### config.mk
export PLATFORM = sky130hd
export DESIGN_NAME = irqs_sequencer
export DESIGN_NICKNAME = d
export VERILOG_FILES = /design/src/logic/irqs_pkg.sv /design/src/logic/irqs_sequencer.sv
export SDC_FILE = /design/constraint.sdc
export NUM_CORES = 1
export LEC_CHECK = 0
export BUFFER_PORTS_ARGS = -buffer_cell sky130_fd_sc_hd__buf_2
export CORE_ASPECT_RATIO = 2
export CORE_MARGIN = 1.5
export CORE_UTILIZATION = 50
export CTS_CLUSTER_DIAMETER = 50
export DETAILED_ROUTE_END_ITERATION = 12
export GPL_TIMING_DRIVEN = 1
export PLACE_DENSITY = 0.72
export SYNTH_ARGS = -nofsm -noshare
export SYNTH_HDL_FRONTEND = slang
export SYNTH_SLANG_ARGS = --single-unit
### constraint.sdc
create_clock -name clk_sys -period 11.44 [get_ports clk_sys]
set_input_delay 2.288 -clock clk_sys [delete_from_list [all_inputs] [get_ports clk_sys]]
set_output_delay 2.288 -clock clk_sys [all_outputs]
set_load 0.02 [all_outputs]
### src/logic/irqs_pkg.sv
/*
 interrupt request sequencer package: timing counts, vector layout,
 register map, reset values and the sequencer state encoding.
 assumes one core clock; a state time is a fixed number of core clocks.
*/
//
// Contract
// - every interrupt runs sample, poll, context switch request, then vector cycle.
// - exactly one prioritized request at a time becomes switch plus vector cycle.
// - block entry while same or higher level is in progress until its return.
// - block entry when polling is not in the instruction's final state.
// - block vectoring while the current instruction is a return from handler.
// - block vectoring while the instruction writes interrupt enable or priority.
// - blocked requests are not held; a cleared level flag is dropped.
// - when blocking ends, serve only the latest poll's choice.
// - vector cycle breaks stream, pushes program counter bytes, loads handler address.
// - vector width bit sets pushed byte count, pointer length, status word push.
// - return pops counter bytes, plus status word when width bit is 1.
// - hardware vectors spaced eight bytes apart; trap vector is the exception.
// - requests sampled on a recurring four state window.
// - external pins take one state more than internal sources.
// - pin sampled in first half of a state, polled in next state's second half.
// - external sample-to-request spans three to six states, internal one less.
// - pin rising one state after poll is not polled for three more states.
// - after recognition request the switch; vector follows instruction's final state.
// - request just before sample: one state samples, one requests the switch.
// - width bit 0 pushes bits 7:0 then 15:8; return lands in region ff.
// - width bit 1 pushes status, 23:16, 7:0, 15:8; return pops all four.
// - return re-arms acceptance at the level that just finished.
// - vector cycle takes 11 states; switch request takes one more.
//

package irqs_pkg;

   localparam int          STATE_CLKS    = 2;    // core clocks per state time
   localparam int          WIN_STATES    = 4;    // states per sample window
   localparam logic [1:0]  WIN_SAMPLE    = 2'h0; // pin sample state
   localparam logic [1:0]  WIN_POLL      = 2'h1; // poll/request state
   localparam int          VEC_STATES    = 11;   // vector cycle length
   localparam logic [3:0]  PUSH_NARROW   = 4'h2;
   localparam logic [3:0]  PUSH_WIDE     = 4'h4;
   localparam int          VEC_SHIFT     = 3;    // eight byte spacing
   localparam logic [23:0] VEC_BASE      = 24'hff0000;
   localparam logic [23:0] TRAP_VEC      = 24'hff0078;
   localparam logic [7:0]  NARROW_REGION = 8'hff;

   localparam logic [3:0]  ADDR_ENABLE   = 4'h0;
   localparam logic [3:0]  ADDR_PRIO     = 4'h1;
   localparam logic [3:0]  ADDR_CONFIG   = 4'h2;
   localparam logic [3:0]  ADDR_STATUS   = 4'h3;
   localparam logic [3:0]  ADDR_SELECT   = 4'h4;
   localparam int          EN_GLOBAL_BIT = 15;
   localparam int          CFG_VWS_BIT   = 0;
   localparam logic [15:0] ENABLE_RST    = 16'h0000;
   localparam logic [15:0] PRIO_RST      = 16'h0000;
   localparam logic        VWS_RST       = 1'b0;

   typedef enum logic [2:0] {
      ST_IDLE    = 3'b000,
      ST_REQ     = 3'b001,
      ST_VECTOR  = 3'b010,
      ST_UNSTACK = 3'b011,
      ST_RESUME  = 3'b100
   } irqs_state_t;

endpackage : irqs_pkg

### src/logic/irqs_sequencer.sv
/*
 interrupt request sequencer: samples pins and internal requests on a
 four state window, polls by level, asks the execution unit for a context
 switch, runs the vector cycle over a byte stack port and unstacks on return.
 assumes all inputs synchronous to clk_sys and the execution unit reporting
 instruction boundaries every state.
*/
// The implementer's own choices: the placing of the registers and strobed register access.
`timescale 1ns/1ns
`default_nettype none

module irqs_sequencer #(
   parameter int NUM_SRC = 8,
   parameter int NUM_EXT = 2
) (
   input  wire logic               clk_sys,         // core clock
   input  wire logic               reset_n,         // async reset
   input  wire logic [NUM_EXT-1:0] ext_pin,         // external request pins
   input  wire logic [NUM_SRC-NUM_EXT-1:0] int_req, // internal request flags
   input  wire logic               trap_req,        // software trap
   input  wire logic               instr_final,     // final state of instr
   input  wire logic               instr_is_return, // return from handler
   input  wire logic               instr_cfg_write, // writes enable/priority
   input  wire logic               ret_exec,        // return executes now
   input  wire logic [23:0]        pc_current,      // next instr address
   input  wire logic [7:0]         esw_current,     // extended status word
   input  wire logic [7:0]         stk_rdata,       // popped byte
   input  wire logic [3:0]         reg_addr,        // register address
   input  wire logic [15:0]        reg_wdata,       // register write data
   input  wire logic               reg_wr,          // write strobe
   input  wire logic               reg_rd,          // read strobe
   output logic [15:0]             reg_rdata,       // read data
   output logic                    state_tick,      // last clock of a state
   output logic                    ctx_switch_req,  // context switch request
   output logic                    stream_break,    // break instr stream
   output logic                    stk_push,        // push strobe
   output logic [7:0]              stk_wdata,       // pushed byte
   output logic                    stk_pop,         // pop strobe
   output logic                    pc_load,         // load program counter
   output logic [23:0]             pc_load_addr,    // new program counter
   output logic                    esw_load,        // restore status word
   output logic [7:0]              esw_load_data,   // restored status word
   output logic                    resume_done      // return completed
);

   localparam int DIV_W = $clog2(irqs_pkg::STATE_CLKS);
   localparam int IDX_W = $clog2(NUM_SRC);
   localparam int NLEV  = 4;
   localparam logic [DIV_W-1:0] DIV_LAST = DIV_W'(irqs_pkg::STATE_CLKS - 1);
   localparam logic [3:0] VEC_LAST = 4'(irqs_pkg::VEC_STATES - 1);

   // priority register holds two bits per source, so at most eight sources
   if (NUM_SRC < 2 || NUM_SRC > 8 || NUM_EXT < 1 || NUM_EXT >= NUM_SRC) begin : g_bad_src
      $error("irqs_sequencer: unsupported source counts");
   end
   if (irqs_pkg::STATE_CLKS < 2) begin : g_bad_div
      $error("irqs_sequencer: a state needs two halves");
   end

   ////////////////////////////////////////////////////////////////////////
   // state

   typedef struct packed {
      logic [DIV_W-1:0]      div;
      logic [1:0]            win;
      logic [NUM_EXT-1:0]    ext_flag;
      logic [15:0]           en;
      logic [15:0]           prio;
      logic                  vws;
      logic [NLEV-1:0]       ip;
      logic                  trap_ip;
      irqs_pkg::irqs_state_t st;
      logic [IDX_W-1:0]      sel;
      logic [1:0]            sel_lvl;
      logic                  sel_trap;
      logic                  sel_valid;
      logic [3:0]            cnt;
      logic [23:0]           pc_save;
      logic [7:0]            esw_save;
      logic                  pop_pend;
      logic [31:0]           pop_buf;
      logic [15:0]           rdata;
      logic                  ctx_req;
      logic                  brk;
      logic                  push;
      logic [7:0]            wdata;
      logic                  pop;
      logic                  pcl;
      logic [23:0]           pc_addr;
      logic                  eswl;
      logic [7:0]            esw_data;
      logic                  done;
   } irqs_regs_t;

   irqs_regs_t r;
   irqs_regs_t n;

   logic                 tick;
   logic                 first_half;
   logic                 poll;
   logic                 instr_block;
   logic [NUM_SRC-1:0]   flags;
   logic                 best_ok;
   logic [1:0]           best_lvl;
   logic [IDX_W-1:0]     best_idx;
   logic [1:0]           lvl;
   logic [3:0]           n_bytes;
   logic [NLEV-1:0]      ip_clear;

   ////////////////////////////////////////////////////////////////////////
   // next state

   always_comb begin
      n = r;
      n.brk = 1'b0;
      n.push = 1'b0;
      n.pop = 1'b0;
      n.pcl = 1'b0;
      n.eswl = 1'b0;
      n.done = 1'b0;
      n.rdata = 16'h0000;

      // state-time divider and window phase
      first_half = (r.div == '0);
      tick = (r.div == DIV_LAST);
      n.div = tick ? '0 : r.div + 1'b1;
      if (tick)
         n.win = r.win + 2'h1;
      poll = tick && (r.win == irqs_pkg::WIN_POLL);

      // pins latch early in the sample state; nothing is held past a sample
      if (first_half && r.win == irqs_pkg::WIN_SAMPLE)
         n.ext_flag = ext_pin;
      flags = {int_req, r.ext_flag};

      // level poll: higher level wins, ties go to the lowest source index
      best_ok = 1'b0;
      best_lvl = 2'h0;
      best_idx = '0;
      for (int i = 0; i < NUM_SRC; i++) begin
         lvl = r.prio[2*i +: 2];
         if (flags[i] && r.en[i] && r.en[irqs_pkg::EN_GLOBAL_BIT]
             && !(|(r.ip >> lvl))
             && (!best_ok || lvl > best_lvl)) begin
            best_ok = 1'b1;
            best_lvl = lvl;
            best_idx = IDX_W'(i);
         end
      end

      instr_block = !instr_final
                    || instr_is_return
                    || instr_cfg_write;

      n_bytes = r.vws ? irqs_pkg::PUSH_WIDE : irqs_pkg::PUSH_NARROW;

      // a non-trap return clears the highest level in progress
      ip_clear = '0;
      for (int j = 0; j < NLEV; j++) begin
         if (r.ip[j])
            ip_clear = NLEV'(1) << j;
      end

      unique case (r.st)
         irqs_pkg::ST_IDLE: begin
            if (poll) begin
               // the latest poll's pick replaces older ones
               n.sel_valid = best_ok || trap_req;
               n.sel = best_idx;
               n.sel_lvl = best_lvl;
               n.sel_trap = trap_req;
            end
            if (poll && !instr_block && (trap_req || best_ok)) begin
               n.st = irqs_pkg::ST_REQ;
               n.ctx_req = 1'b1;
            end else if (ret_exec) begin
               n.st = irqs_pkg::ST_UNSTACK;
               n.cnt = 4'h0;
            end
         end

         irqs_pkg::ST_REQ: begin
            // one request state, then the vector cycle starts
            if (tick) begin
               n.ctx_req = 1'b0;
               n.st = irqs_pkg::ST_VECTOR;
               n.cnt = 4'h0;
               n.brk = 1'b1;
               n.pc_save = pc_current;
               n.esw_save = esw_current;
               if (r.sel_trap)
                  n.trap_ip = 1'b1;
               else
                  n.ip = r.ip | (NLEV'(1) << r.sel_lvl);
            end
         end

         irqs_pkg::ST_VECTOR: begin
            if (tick) begin
               if (r.cnt < n_bytes) begin
                  n.push = 1'b1;
                  unique case ({r.vws, r.cnt[1:0]})
                     3'b000:  n.wdata = r.pc_save[7:0];
                     3'b001:  n.wdata = r.pc_save[15:8];
                     3'b100:  n.wdata = r.esw_save;
                     3'b101:  n.wdata = r.pc_save[23:16];
                     3'b110:  n.wdata = r.pc_save[7:0];
                     default: n.wdata = r.pc_save[15:8];
                  endcase
               end
               if (r.cnt == VEC_LAST) begin
                  n.pcl = 1'b1;
                  n.st = irqs_pkg::ST_IDLE;
                  n.sel_valid = 1'b0;
                  if (r.sel_trap)
                     n.pc_addr = irqs_pkg::TRAP_VEC;
                  else
                     n.pc_addr = irqs_pkg::VEC_BASE
                        + (24'(r.sel) << irqs_pkg::VEC_SHIFT);
               end else begin
                  n.cnt = r.cnt + 4'h1;
               end
            end
         end

         irqs_pkg::ST_UNSTACK: begin
            // stack answers one clock after each pop strobe, so capture
            // in the clock that follows the strobe, not alongside it
            n.pop_pend = r.pop;
            if (r.pop_pend)
               n.pop_buf = {r.pop_buf[23:0], stk_rdata};
            if (tick) begin
               if (r.cnt < n_bytes) begin
                  n.pop = 1'b1;
                  n.cnt = r.cnt + 4'h1;
               end else begin
                  n.st = irqs_pkg::ST_RESUME;
               end
            end
         end

         irqs_pkg::ST_RESUME: begin
            n.done = 1'b1;
            n.pcl = 1'b1;
            n.st = irqs_pkg::ST_IDLE;
            if (r.vws) begin
               n.pc_addr = {r.pop_buf[15:8], r.pop_buf[31:16]};
               n.eswl = 1'b1;
               n.esw_data = r.pop_buf[7:0];
            end else begin
               n.pc_addr = {irqs_pkg::NARROW_REGION,
                            r.pop_buf[15:0]};
            end
            if (r.trap_ip)
               n.trap_ip = 1'b0;
            else
               n.ip = r.ip & ~ip_clear;
         end

         default: begin
            n.st = irqs_pkg::ST_IDLE;
            n.ctx_req = 1'b0;
         end
      endcase

      //////////////////////////////////////////////////////////////////
      // register port

      if (reg_wr) begin
         unique case (reg_addr)
            irqs_pkg::ADDR_ENABLE: n.en = reg_wdata;
            irqs_pkg::ADDR_PRIO:   n.prio = reg_wdata;
            irqs_pkg::ADDR_CONFIG: n.vws = reg_wdata[irqs_pkg::CFG_VWS_BIT];
            default:               n.en = n.en;
         endcase
      end
      if (reg_rd) begin
         unique case (reg_addr)
            irqs_pkg::ADDR_ENABLE: n.rdata = r.en;
            irqs_pkg::ADDR_PRIO:   n.rdata = r.prio;
            irqs_pkg::ADDR_CONFIG: n.rdata = {15'h0000, r.vws};
            irqs_pkg::ADDR_STATUS: n.rdata = {8'(flags), r.trap_ip,
                                              r.st, r.ip};
            irqs_pkg::ADDR_SELECT: n.rdata = {r.sel_valid, r.sel_trap,
                                              9'h000, r.sel_lvl,
                                              3'(r.sel)};
            default:               n.rdata = 16'h0000;
         endcase
      end
   end

   ////////////////////////////////////////////////////////////////////////
   // registers

   always_ff @(posedge clk_sys or negedge reset_n) begin
      if (!reset_n) begin
         r <= '0;
         r.st <= irqs_pkg::ST_IDLE;
         r.en <= irqs_pkg::ENABLE_RST;
         r.prio <= irqs_pkg::PRIO_RST;
         r.vws <= irqs_pkg::VWS_RST;
      end else begin
         r <= n;
      end
   end

   ////////////////////////////////////////////////////////////////////////
   // outputs

   assign reg_rdata = r.rdata;
   assign state_tick = (r.div == DIV_LAST);
   assign ctx_switch_req = r.ctx_req;
   assign stream_break = r.brk;
   assign stk_push = r.push;
   assign stk_wdata = r.wdata;
   assign stk_pop = r.pop;
   assign pc_load = r.pcl;
   assign pc_load_addr = r.pc_addr;
   assign esw_load = r.eswl;
   assign esw_load_data = r.esw_data;
   assign resume_done = r.done;

endmodule : irqs_sequencer

`default_nettype wire

==> impl_metrics.toml, run 1 <==
[cts]
clock_latency_ps = 440
cts-root-buf = "clkbuf_16"
clk_pin_slew_ps = 70
cts_num_sinks = 185
clockBufferDepth = 2
cts_max_level = 4
cts_buffers = 17
holdBufCountCts = 0
cts_tree = "built"

[min_path]
hp-class = "register to register"

[yosys]
seq_area_frac_synth_pct = 50.5
syn_nets = 922
synthFlopType = "dfrtp_1"
syn_area_per_cell_um2 = 11.1
synth_edf_count = 0
synth_top_area_share_pct = 50.5
ys_ff_latch = 185
synth_top_area_cell = "dfrtp_1"
synth_area_um2 = 9180
async_flop_share_pct = 100
synth_cells = 824
yosysWarningCount = 0
yosys-top-cells-area = "dfrtp_1 (50%), mux2_2 (14%), buf_4 (4.8%), ha_1 (2.9%), mux2i_1 (2.7%)"
synth.distinct_cells = 64

[floorplanning]
coreArea_um2 = 17900
fp-row-count = 69
start_util_pct = 51.3
ios = 141
die_x_um = 98.8
dieArea_um2 = 19200
fp.dieH_um = 195

[finish]
ff_latch_area_um2 = 4630
antenna_cells = 0
nFillCells = 1545
finalInstanceArea_um2 = 10300
drive_gt1_share_pct = 33.8
area_growth_pct = 12.0
multi_input_area_um2 = 3890
nets = 997

[drt]
ant_nets = 0
drt_iter0_drc = 305
vias = 6623
drc_errors = 10
drtPass1Iterations = 10
finalWirelength_mm = 22.8
via_per_inst = 5.89
wl_per_cell_um = 20.3

[sta]
worst_slack_ps = 836
fin_crit_sh_pct = 92.7
hold_viol_final = 0
setup_violations = 0
period_needed_ps = 10600
clock_skew_ps = 9.84
tns_ps = 0
finalMaxSlewViolations = 0
tightestPinTransition_ps = 1320
rsz0062_at_grt = "no"
fmax_mhz = 94.3
slew-limit-headroom_pct = 11.0

[pwr]
pwr-share-seq_pct = 43.5
p_comb_share_pct = 32.4
power.leakage_nw = 4.92
p_switching_mw = 0.922
netSwitchingFraction_pct = 36.2
pwr-share-clk_pct = 24.1
peakVddDrop_mv = 0.162
powerDensity_nw_per_um2 = 248
power.internal_mw = 1.63

[global_route]
antenna_found_initial = 0
grt_usage_pct = 24.5
grt_pass1_vias = 6783
grt_max_degree = 107
grt_overflow = 0
grt_first_pass_wirelength_mm = 35.9

[placement]
place_congestion = 1.01
detailedPlacementHpwl_mm = 16.8
port_buffers = 140
dp_slack_ps = 1020
dpl_cell_area_um2 = 9650

[worst_setup_path]
path_buf_inv = 4
worstPathRequired_ps = 11810
cp-endpoint = "r[137]$_DFFE_PN0P_"
critPathMaxStageDelay_ps = 740
worstSetupStartpointType = "register"
critical_path_class = "register to register"
cp-end-kind = "register"
ff2ff_setup_slack_ps = 840
cp_num_cells = 43
regToRegStartpoint = "r[145]$_DFFE_PN0P_"
cpMaxStageDelayCell = "o311ai_0"
crit_start = "r[145]$_DFFE_PN0P_"
crit_top_cell = "ha_1"
path_delay_family = "compound AO/OA/AOI/OAI gates"
crit_arrival_ps = 10980
r2r-end = "r[137]$_DFFE_PN0P_"
cp_max_fo = 14
r2r_cells = 43

[run_status]
status = "finished with violations"
violations = "design-rule violations"

[flow_run]
cap_violations = 0
-- per-stage QoR --
stage	util, %	power (mW)	hold slack [ps]	cells
after floorplan	-	1.73	451	824
after global placement	54.0	1.91	463	1093
after detailed placement	54.0	1.94	476	1093
after CTS	57.5	2.57	492	1125
after global routing	57.5	2.70	503	1125
final	57.5	2.55	482	1125
-- cell type report --
type                            instances  share of cell area (%)
Clock buffer                           18                    4.18
Clock inverter                         14                    1.81
Inverter                               28                    1.02
Multi-Input combinational cell        519                    37.9
Sequential cell                       185                    45.1
Tap cell                              213                    2.59
Timing Repair Buffer                  148                    7.47
-- cell usage after synthesis (3+ instances only) --
library cell and number:
buf_1 8, nor4_1 6, nand2_1 65, nand2b_1 7
buf_4 59, a21oi_1 36, o21a_1 5, o22ai_1 12
clkbuf_1 25, a31oi_1 7, nor3_1 3, ha_1 21
nor2b_1 8, a22oi_1 8, o22a_1 8, xor2_1 3
a222oi_1 10, o211ai_1 5, dfrtp_1 185, o21ai_0 24
a21o_1 13, mux2i_1 25, mux2_2 112, inv_1 27
nor2_1 62, a21o_2 3, a221oi_1 6, a211oi_1 8
and2_1 5, nand3b_1 5, nand3_1 9
-- registers in the layout, summed over array words and instances (netlist names) --
| name | flops |
|---|---|
| ctx_switch_req | 1 |
| esw_load | 1 |
| esw_load_data | 8 |
| flags | 2 |
| lvl | 2 |
| pc_load | 1 |
| pc_load_addr | 24 |
| r | 117 |
| reg_rdata | 16 |
| resume_done | 1 |
| state_tick | 1 |
| stk_pop | 1 |
| stk_push | 1 |
| stk_wdata | 8 |
| stream_break | 1 |
-- what timing repair did --
| item | in CTS | in global routing |
|---|---|---|
| resized for setup | 0 | 1 |
| buffers inserted | 0 | 0 |
| setup endpoints to repair | 0 | 2 |
-- worst min-delay path by stage --
stage	cells after the start	from	to	slack, ps
2_1_floorplan	1	stk_wdata[0]$_DFFE_PN0P_	stk_wdata[0]$_DFFE_PN0P_	450
3_3_place_gp	1	stk_wdata[5]$_DFFE_PN0P_	stk_wdata[5]$_DFFE_PN0P_	460
3_5_place_dp	1	stk_wdata[5]$_DFFE_PN0P_	stk_wdata[5]$_DFFE_PN0P_	480
4_1_cts	1	stk_wdata[5]$_DFFE_PN0P_	stk_wdata[5]$_DFFE_PN0P_	490
5_1_grt	1	stk_wdata[7]$_DFFE_PN0P_	stk_wdata[7]$_DFFE_PN0P_	500
6_report	1	stk_wdata[5]$_DFFE_PN0P_	stk_wdata[5]$_DFFE_PN0P_	480
-- layer usage --
metal | part of all wire, % | wire length [µm] | vias to the layer above | track usage [%]
met2 | 55 | 12600 | 209 | 44.4
met1 | 35 | 8010 | 3296 | 25.7
met4 | 5.5 | 1250 | 0 | 15.0
li1 | - | - | 3039 | -
met3 | 4.2 | 966 | 79 | 4.53
met5 | 0 | 0 | - | 0
-- cell families (layout without fill, tap and decap cells) --
family                     Yosys count  after routing  synth area share (%)
AOI/OAI and AO/OA                  173            173                  13.3
xor gates and xnor gates             3              3                 0.286
adders and majority gates           21             21                  2.86
buffers and inverters              120            208                  7.32
DFF                                185            185                  50.5
muxes                              137            137                  16.5
and+or+nand+nor                    185            185                  9.33
-- layout by cell type (no fill, tap or decap), drive strengths merged, types with 3 or more instances in the layout --
cell type / netlist / layout
nand3: 9 / 9
nand3b: 5 / 5
a21o: 16 / 16
o21a: 5 / 5
o21ai: 25 / 25
nand2b: 7 / 7
o22a: 8 / 8
mux2i: 25 / 25
ha: 21 / 21
a31oi: 7 / 7
and2: 6 / 6
o211ai: 5 / 5
clkinv: 1 / 3
a222oi: 10 / 10
nor2b: 8 / 8
xor2: 3 / 3
nand2: 65 / 65
nor2: 64 / 64
clkinvlp: 0 / 3
buf: 67 / 148
a21oi: 36 / 36
nor4: 6 / 6
o2111a: 3 / 3
a211oi: 8 / 8
o22ai: 12 / 12
dfrtp: 185 / 185
a211o: 3 / 3
clkbuf: 25 / 18
inv: 27 / 33
nor3: 3 / 3
bufinv: 0 / 3
a22oi: 8 / 8
mux2: 112 / 112
a221oi: 6 / 6
-- power groups by stage --
stage | registers [mW] | logic, mW | clock network [mW]
finish | 1.11 | 0.825 | 0.615
global route | 1.14 | 0.911 | 0.649
CTS | 1.10 | 0.834 | 0.630
detailed placement | 1.11 | 0.825 | 0
global placement | 1.11 | 0.809 | 0
floorplan | 1.02 | 0.718 | 0
Note: power is estimated with default switching activity, not from simulation.
==> run 2, diff against run 1 <==
Settings changed: BUFFER_PORTS_ARGS -buffer_cell sky130_fd_sc_hd__buf_2 to -buffer_cell sky130_fd_sc_hd__buf_4, PLACE_DENSITY 0.72 to 0.74.
Clock period 11.44 ns to 9.3 ns, I/O delays scaled along.
==> run 2 against run 1 <==
  * Power grew 25%
  * Sequential share of layout area shrank 2.4 points
  * Die area is the same
  * Sequential power grew 22%
  * Flip-flop and latch count is the same
  * Highest routed layer unchanged
  * Clock-buffer cell count grew 1
  * Critical path depth shrank 1
  * Setup slack lost 320 ps
  * The run still ends with design-rule violations left
  * Largest power group unchanged
==> impl_metrics.toml, run 2 (same netlist as run 1, synthesis figures left out) <==
[cts]
clock_latency_ps = 440
cts-root-buf = "clkbuf_16"
cts_buffers = 17
cts_tree = "built"
clk_pin_slew_ps = 70
clockBufferDepth = 2
cts_max_level = 4
cts_num_sinks = 185

[finish]
final_cell_mix = "dfrtp_1 (185), buf_4 (176), mux2_2 (112)"
top_register = "r"
finalInstanceArea_um2 = 10900
final_common_cell = "dfrtp_1"
fin_util_pct = 60.7
drive_gt1_share_pct = 36.8
nets = 1026
largest_register_ffs = 117
area_growth_pct = 18.3
antenna_cells = 0

[sta]
finalMaxSlewViolations = 0
tns_ps = 0
hold_viol_final = 0
setup_violations = 0
slew-limit-headroom_pct = 25.8
clock_skew_ps = 11.9
fmax_mhz = 114
fin_crit_sh_pct = 94.4
tightestPinTransition_ps = 1100
hold_ws_ps = 479
period_needed_ps = 8780

[floorplanning]
start_util_pct = 51.3
fp-row-count = 69
fp.dieH_um = 195
ios = 141
die_x_um = 98.8
coreArea_um2 = 17900
dieArea_um2 = 19200

[pwr]
power.leakage_nw = 5.12
powerDensity_nw_per_um2 = 294
peakVddDrop_mv = 0.182
finalPower_mw = 3.19

[global_route]
antenna_found_initial = 0
grtUsageMet3_pct = 4.31
grtUsageMet1_pct = 26.5
grt_pass1_vias = 6885
grt_util_met2_pct = 44.5
grt_usage_pct = 24.9
busiest_layer = "met2"
grt_max_degree = 86
grt_first_pass_wirelength_mm = 36.8
grt_overflow = 0

[run_status]
status = "finished with violations"
violations = "design-rule violations"

[worst_setup_path]
cp_max_fo = 6
critical_path_class = "register to register"
crit_top_cell = "ha_1"
worstPathRequired_ps = 9650
ff2ff_setup_slack_ps = 520
cpMaxStageDelayCell = "dfrtp_1"
crit_arrival_ps = 9130
worstSetupStartpointType = "register"
critPathMaxStageDelay_ps = 410
cp-end-kind = "register"

[drt]
wl_per_cell_um = 19.9
drc_errors = 9
ant_nets = 0
drtPass1Iterations = 10
vias = 6686
drt_iter0_drc = 371
via_per_inst = 5.79
finalWirelength_mm = 23.0

[placement]
port_buffers = 140
dpl_cell_area_um2 = 10200
place_congestion = 0.985
detailedPlacementHpwl_mm = 17.3

[flow_run]
cap_violations = 0

[min_path]
hp-class = "register to register"
## run 2: cell types whose count changed in the layout (fill, tap and decap cells not counted), sizes merged
cell,change
bufinv,-2
clkbuf,+1
buf,+29
clkinvlp,+1
clkinv,+1
inv,-1
## run 2: final timing paths
check	start	end	cells past startpoint
min in group asynchronous	reset_n	esw_load$_DFF_PN0_	1
hold / removal	stk_wdata[2]$_DFFE_PN0P_	stk_wdata[2]$_DFFE_PN0P_	1
setup reg to reg	r[146]$_DFFE_PN0P_	r[135]$_DFFE_PN0P_	42
setup / recovery	r[146]$_DFFE_PN0P_	r[135]$_DFFE_PN0P_	42
hold reg to reg	stk_wdata[2]$_DFFE_PN0P_	stk_wdata[2]$_DFFE_PN0P_	1
max in group asynchronous	reset_n	stk_pop$_DFF_PN0_	3
## run 2: metrics by stage
step / worst slack [ps] / instances
final: 518 / 1154
after global routing: -37.0 / 1154
after CTS: 63.8 / 1151
after detailed placement: 110 / 1119
after global placement: 255 / 1119
after floorplan: 360 / 824
## run 2: critical path, delay by kind of cell, from the launching register on
family	cells	cell delay, ps
compound gates	20	3870
fa+ha+maj	7	2030
simple gates	11	1390
mux	2	740
flops	1	410
buf+inv	2	240
## run 2: per-layer routing
metal	vias up	share of wire, %	wire [µm]
met2	212	54	12500
met1	3299	36	8220
met4	0	6.3	1460
li1	3100	-	-
met3	75	3.6	838
met5	-	0	0
## run 2: repair_timing
action / 4_1_cts / 5_1_grt
setup endpoints to repair: 0 / 5
endpoints found under the hold margin: 0 / 0
hold buffers: 0 / 0
setup buffers: 0 / 3
resized for setup: 0 / 16
## run 2: cell type report
type | count | area [µm²]
clock buffers | 19 | 433
clock inverters | 13 | 138
fillers | 1553 | 7020
inverters | 28 | 105
multi-input cells | 519 | 3950
flip-flops and latches | 185 | 4630
well taps | 213 | 267
repair buffers | 177 | 1330
## run 2: where the power goes
part | internal [mW] | leakage [nW] | switching (mW)
clock | 0.377 | 0.266 | 0.328
combinational | 0.565 | 2.53 | 0.567
sequential | 1.09 | 2.33 | 0.259
total | 2.03 | 5.12 | 1.15
==> run 3, diff against run 2 <==
Settings changed: MAX_ROUTING_LAYER set to met4.
==> run 3 against run 2 <==
  * The run still ends with design-rule violations left
  * Clock power is 2% lower
  * Core utilization hardly changed
  * Power hardly changed
  * Maximum frequency is 0.87% lower
  * Sequential share of layout area hardly changed
  * Cell count hardly changed
  * Sequential power hardly changed
  * Critical path type unchanged
  * Largest cell class unchanged
  * Largest power group unchanged
==> impl_metrics.toml, run 3 (same netlist as run 1, synthesis figures left out) <==
[run_status]
status = "finished with violations"
violations = "design-rule violations"

[drt]
ant_nets = 0
wl_per_cell_um = 20.4
finalWirelength_mm = 23.6
via_per_inst = 5.80
drt_iter0_drc = 331
drc_errors = 9
vias = 6698
drtPass1Iterations = 11

[worst_setup_path]
critical_path_class = "register to register"
cp_max_fo = 6
path_delay_family = "compound AO/OA/AOI/OAI gates"
crit_arrival_ps = 9220
path_buf_inv = 3
cpMaxStageDelayCell = "dfrtp_1"
cp_num_cells = 43
r2r_cells = 43
crit_top_cell = "ha_1"
ff2ff_setup_slack_ps = 440
critPathMaxStageDelay_ps = 410
worstSetupStartpointType = "register"
worstPathRequired_ps = 9660
cp-end-kind = "register"

[cts]
cts_tree = "built"
cts_buffers = 17
clockBufferDepth = 2
clk_pin_slew_ps = 70
cts-root-buf = "clkbuf_16"
cts_num_sinks = 185
cts_max_level = 4
clock_latency_ps = 440

[finish]
nFillCells = 1537
antenna_cells = 0
top_register = "r"
nets = 1027
final_cell_mix = "dfrtp_1 (185), buf_4 (177), mux2_2 (112)"
area_growth_pct = 18.4
drive_gt1_share_pct = 37.3
final_common_cell = "dfrtp_1"
finalNonFillerCells = 1155
largest_register_ffs = 117
fin_util_pct = 60.8
finalInstanceArea_um2 = 10900

[pwr]
p_comb_share_pct = 35.7
power.internal_mw = 2.02
p_switching_mw = 1.17
netSwitchingFraction_pct = 36.6
finalPower_mw = 3.19
power.leakage_nw = 5.13
peakVddDrop_mv = 0.177
pwr-share-seq_pct = 42.6
powerDensity_nw_per_um2 = 294
pwr-share-clk_pct = 21.7

[placement]
dpl_cell_area_um2 = 10200
dp_cells = 1118
detailedPlacementHpwl_mm = 17.9
dp_slack_ps = 16.5
place_congestion = 1.01
port_buffers = 140

[global_route]
grt_overflow = 0
grt_max_degree = 72
grt_first_pass_wirelength_mm = 36.9
grt_usage_pct = 26.0
grt_pass1_vias = 6930
antenna_found_initial = 0

[sta]
tns_ps = 0
slew-limit-headroom_pct = 25.8
hold_viol_final = 0
period_needed_ps = 8860
finalMaxSlewViolations = 0
fin_crit_sh_pct = 95.3
clock_skew_ps = 7.79
hold_ws_ps = 486
worst_slack_ps = 441
setup_violations = 0
tightestPinTransition_ps = 1100
fmax_mhz = 113

[floorplanning]
die_x_um = 98.8
ios = 141
coreArea_um2 = 17900
fp-row-count = 69
fp.dieH_um = 195
start_util_pct = 51.3
dieArea_um2 = 19200

[flow_run]
cap_violations = 0

[min_path]
whs_path_depth = 1
hp-class = "register to register"
-- run 3: changes by cell type in the layout (fill, tap and decap cells not counted), sizes merged --
cell,delta
buf,+1
bufinv,-1
inv,+1
clkinv,-1
clkinvlp,+1
-- run 3: path summary, 6_finish.rpt --
check / from / end
worst max-delay path: r[146]$_DFFE_PN0P_ / r[135]$_DFFE_PN0P_
worst min-delay path: stk_wdata[6]$_DFFE_PN0P_ / stk_wdata[6]$_DFFE_PN0P_
worst max register to register: r[146]$_DFFE_PN0P_ / r[135]$_DFFE_PN0P_
worst min register to register: stk_wdata[6]$_DFFE_PN0P_ / stk_wdata[6]$_DFFE_PN0P_
max in group asynchronous: reset_n / r[176]$_DFFE_PN0P_
min in group asynchronous: reset_n / esw_load$_DFF_PN0_
-- run 3: timing repair --
action,4_1_cts,5_1_grt
buffers inserted,0,5
pin swaps,0,7
endpoints found under the setup margin,4,5
gates resized for setup,2,14
hold buffers,0,0
-- run 3: area by class of cell --
cell class,count,area (µm²),area share [%]
Sequential cell,185,4630,42.6
Multi-Input combinational cell,519,3960,36.4
Timing Repair Buffer,178,1340,12.3
Clock buffer,19,453,4.17
Tap cell,213,267,2.45
Clock inverter,13,110,1.01
Inverter,28,105,0.968
-- run 3: power groups by stage --
| stage | Combinational [mW] | Clock (mW) | Sequential [mW] |
|---|---|---|---|
| floorplan | 0.883 | 0 | 1.25 |
| global placement | 1.10 | 0 | 1.35 |
| detailed placement | 1.12 | 0 | 1.37 |
| CTS | 1.13 | 0.710 | 1.35 |
| global route | 1.25 | 0.740 | 1.39 |
| finish | 1.14 | 0.693 | 1.36 |
-- run 3: per-layer routing --
metal	vias up	share of wire (%)	track usage, %
li1	3110	-	-
met1	3324	35	26.1
met2	192	56	46.8
met3	72	2.9	3.52
met4	0	6.1	15.8
met5	-	0	-
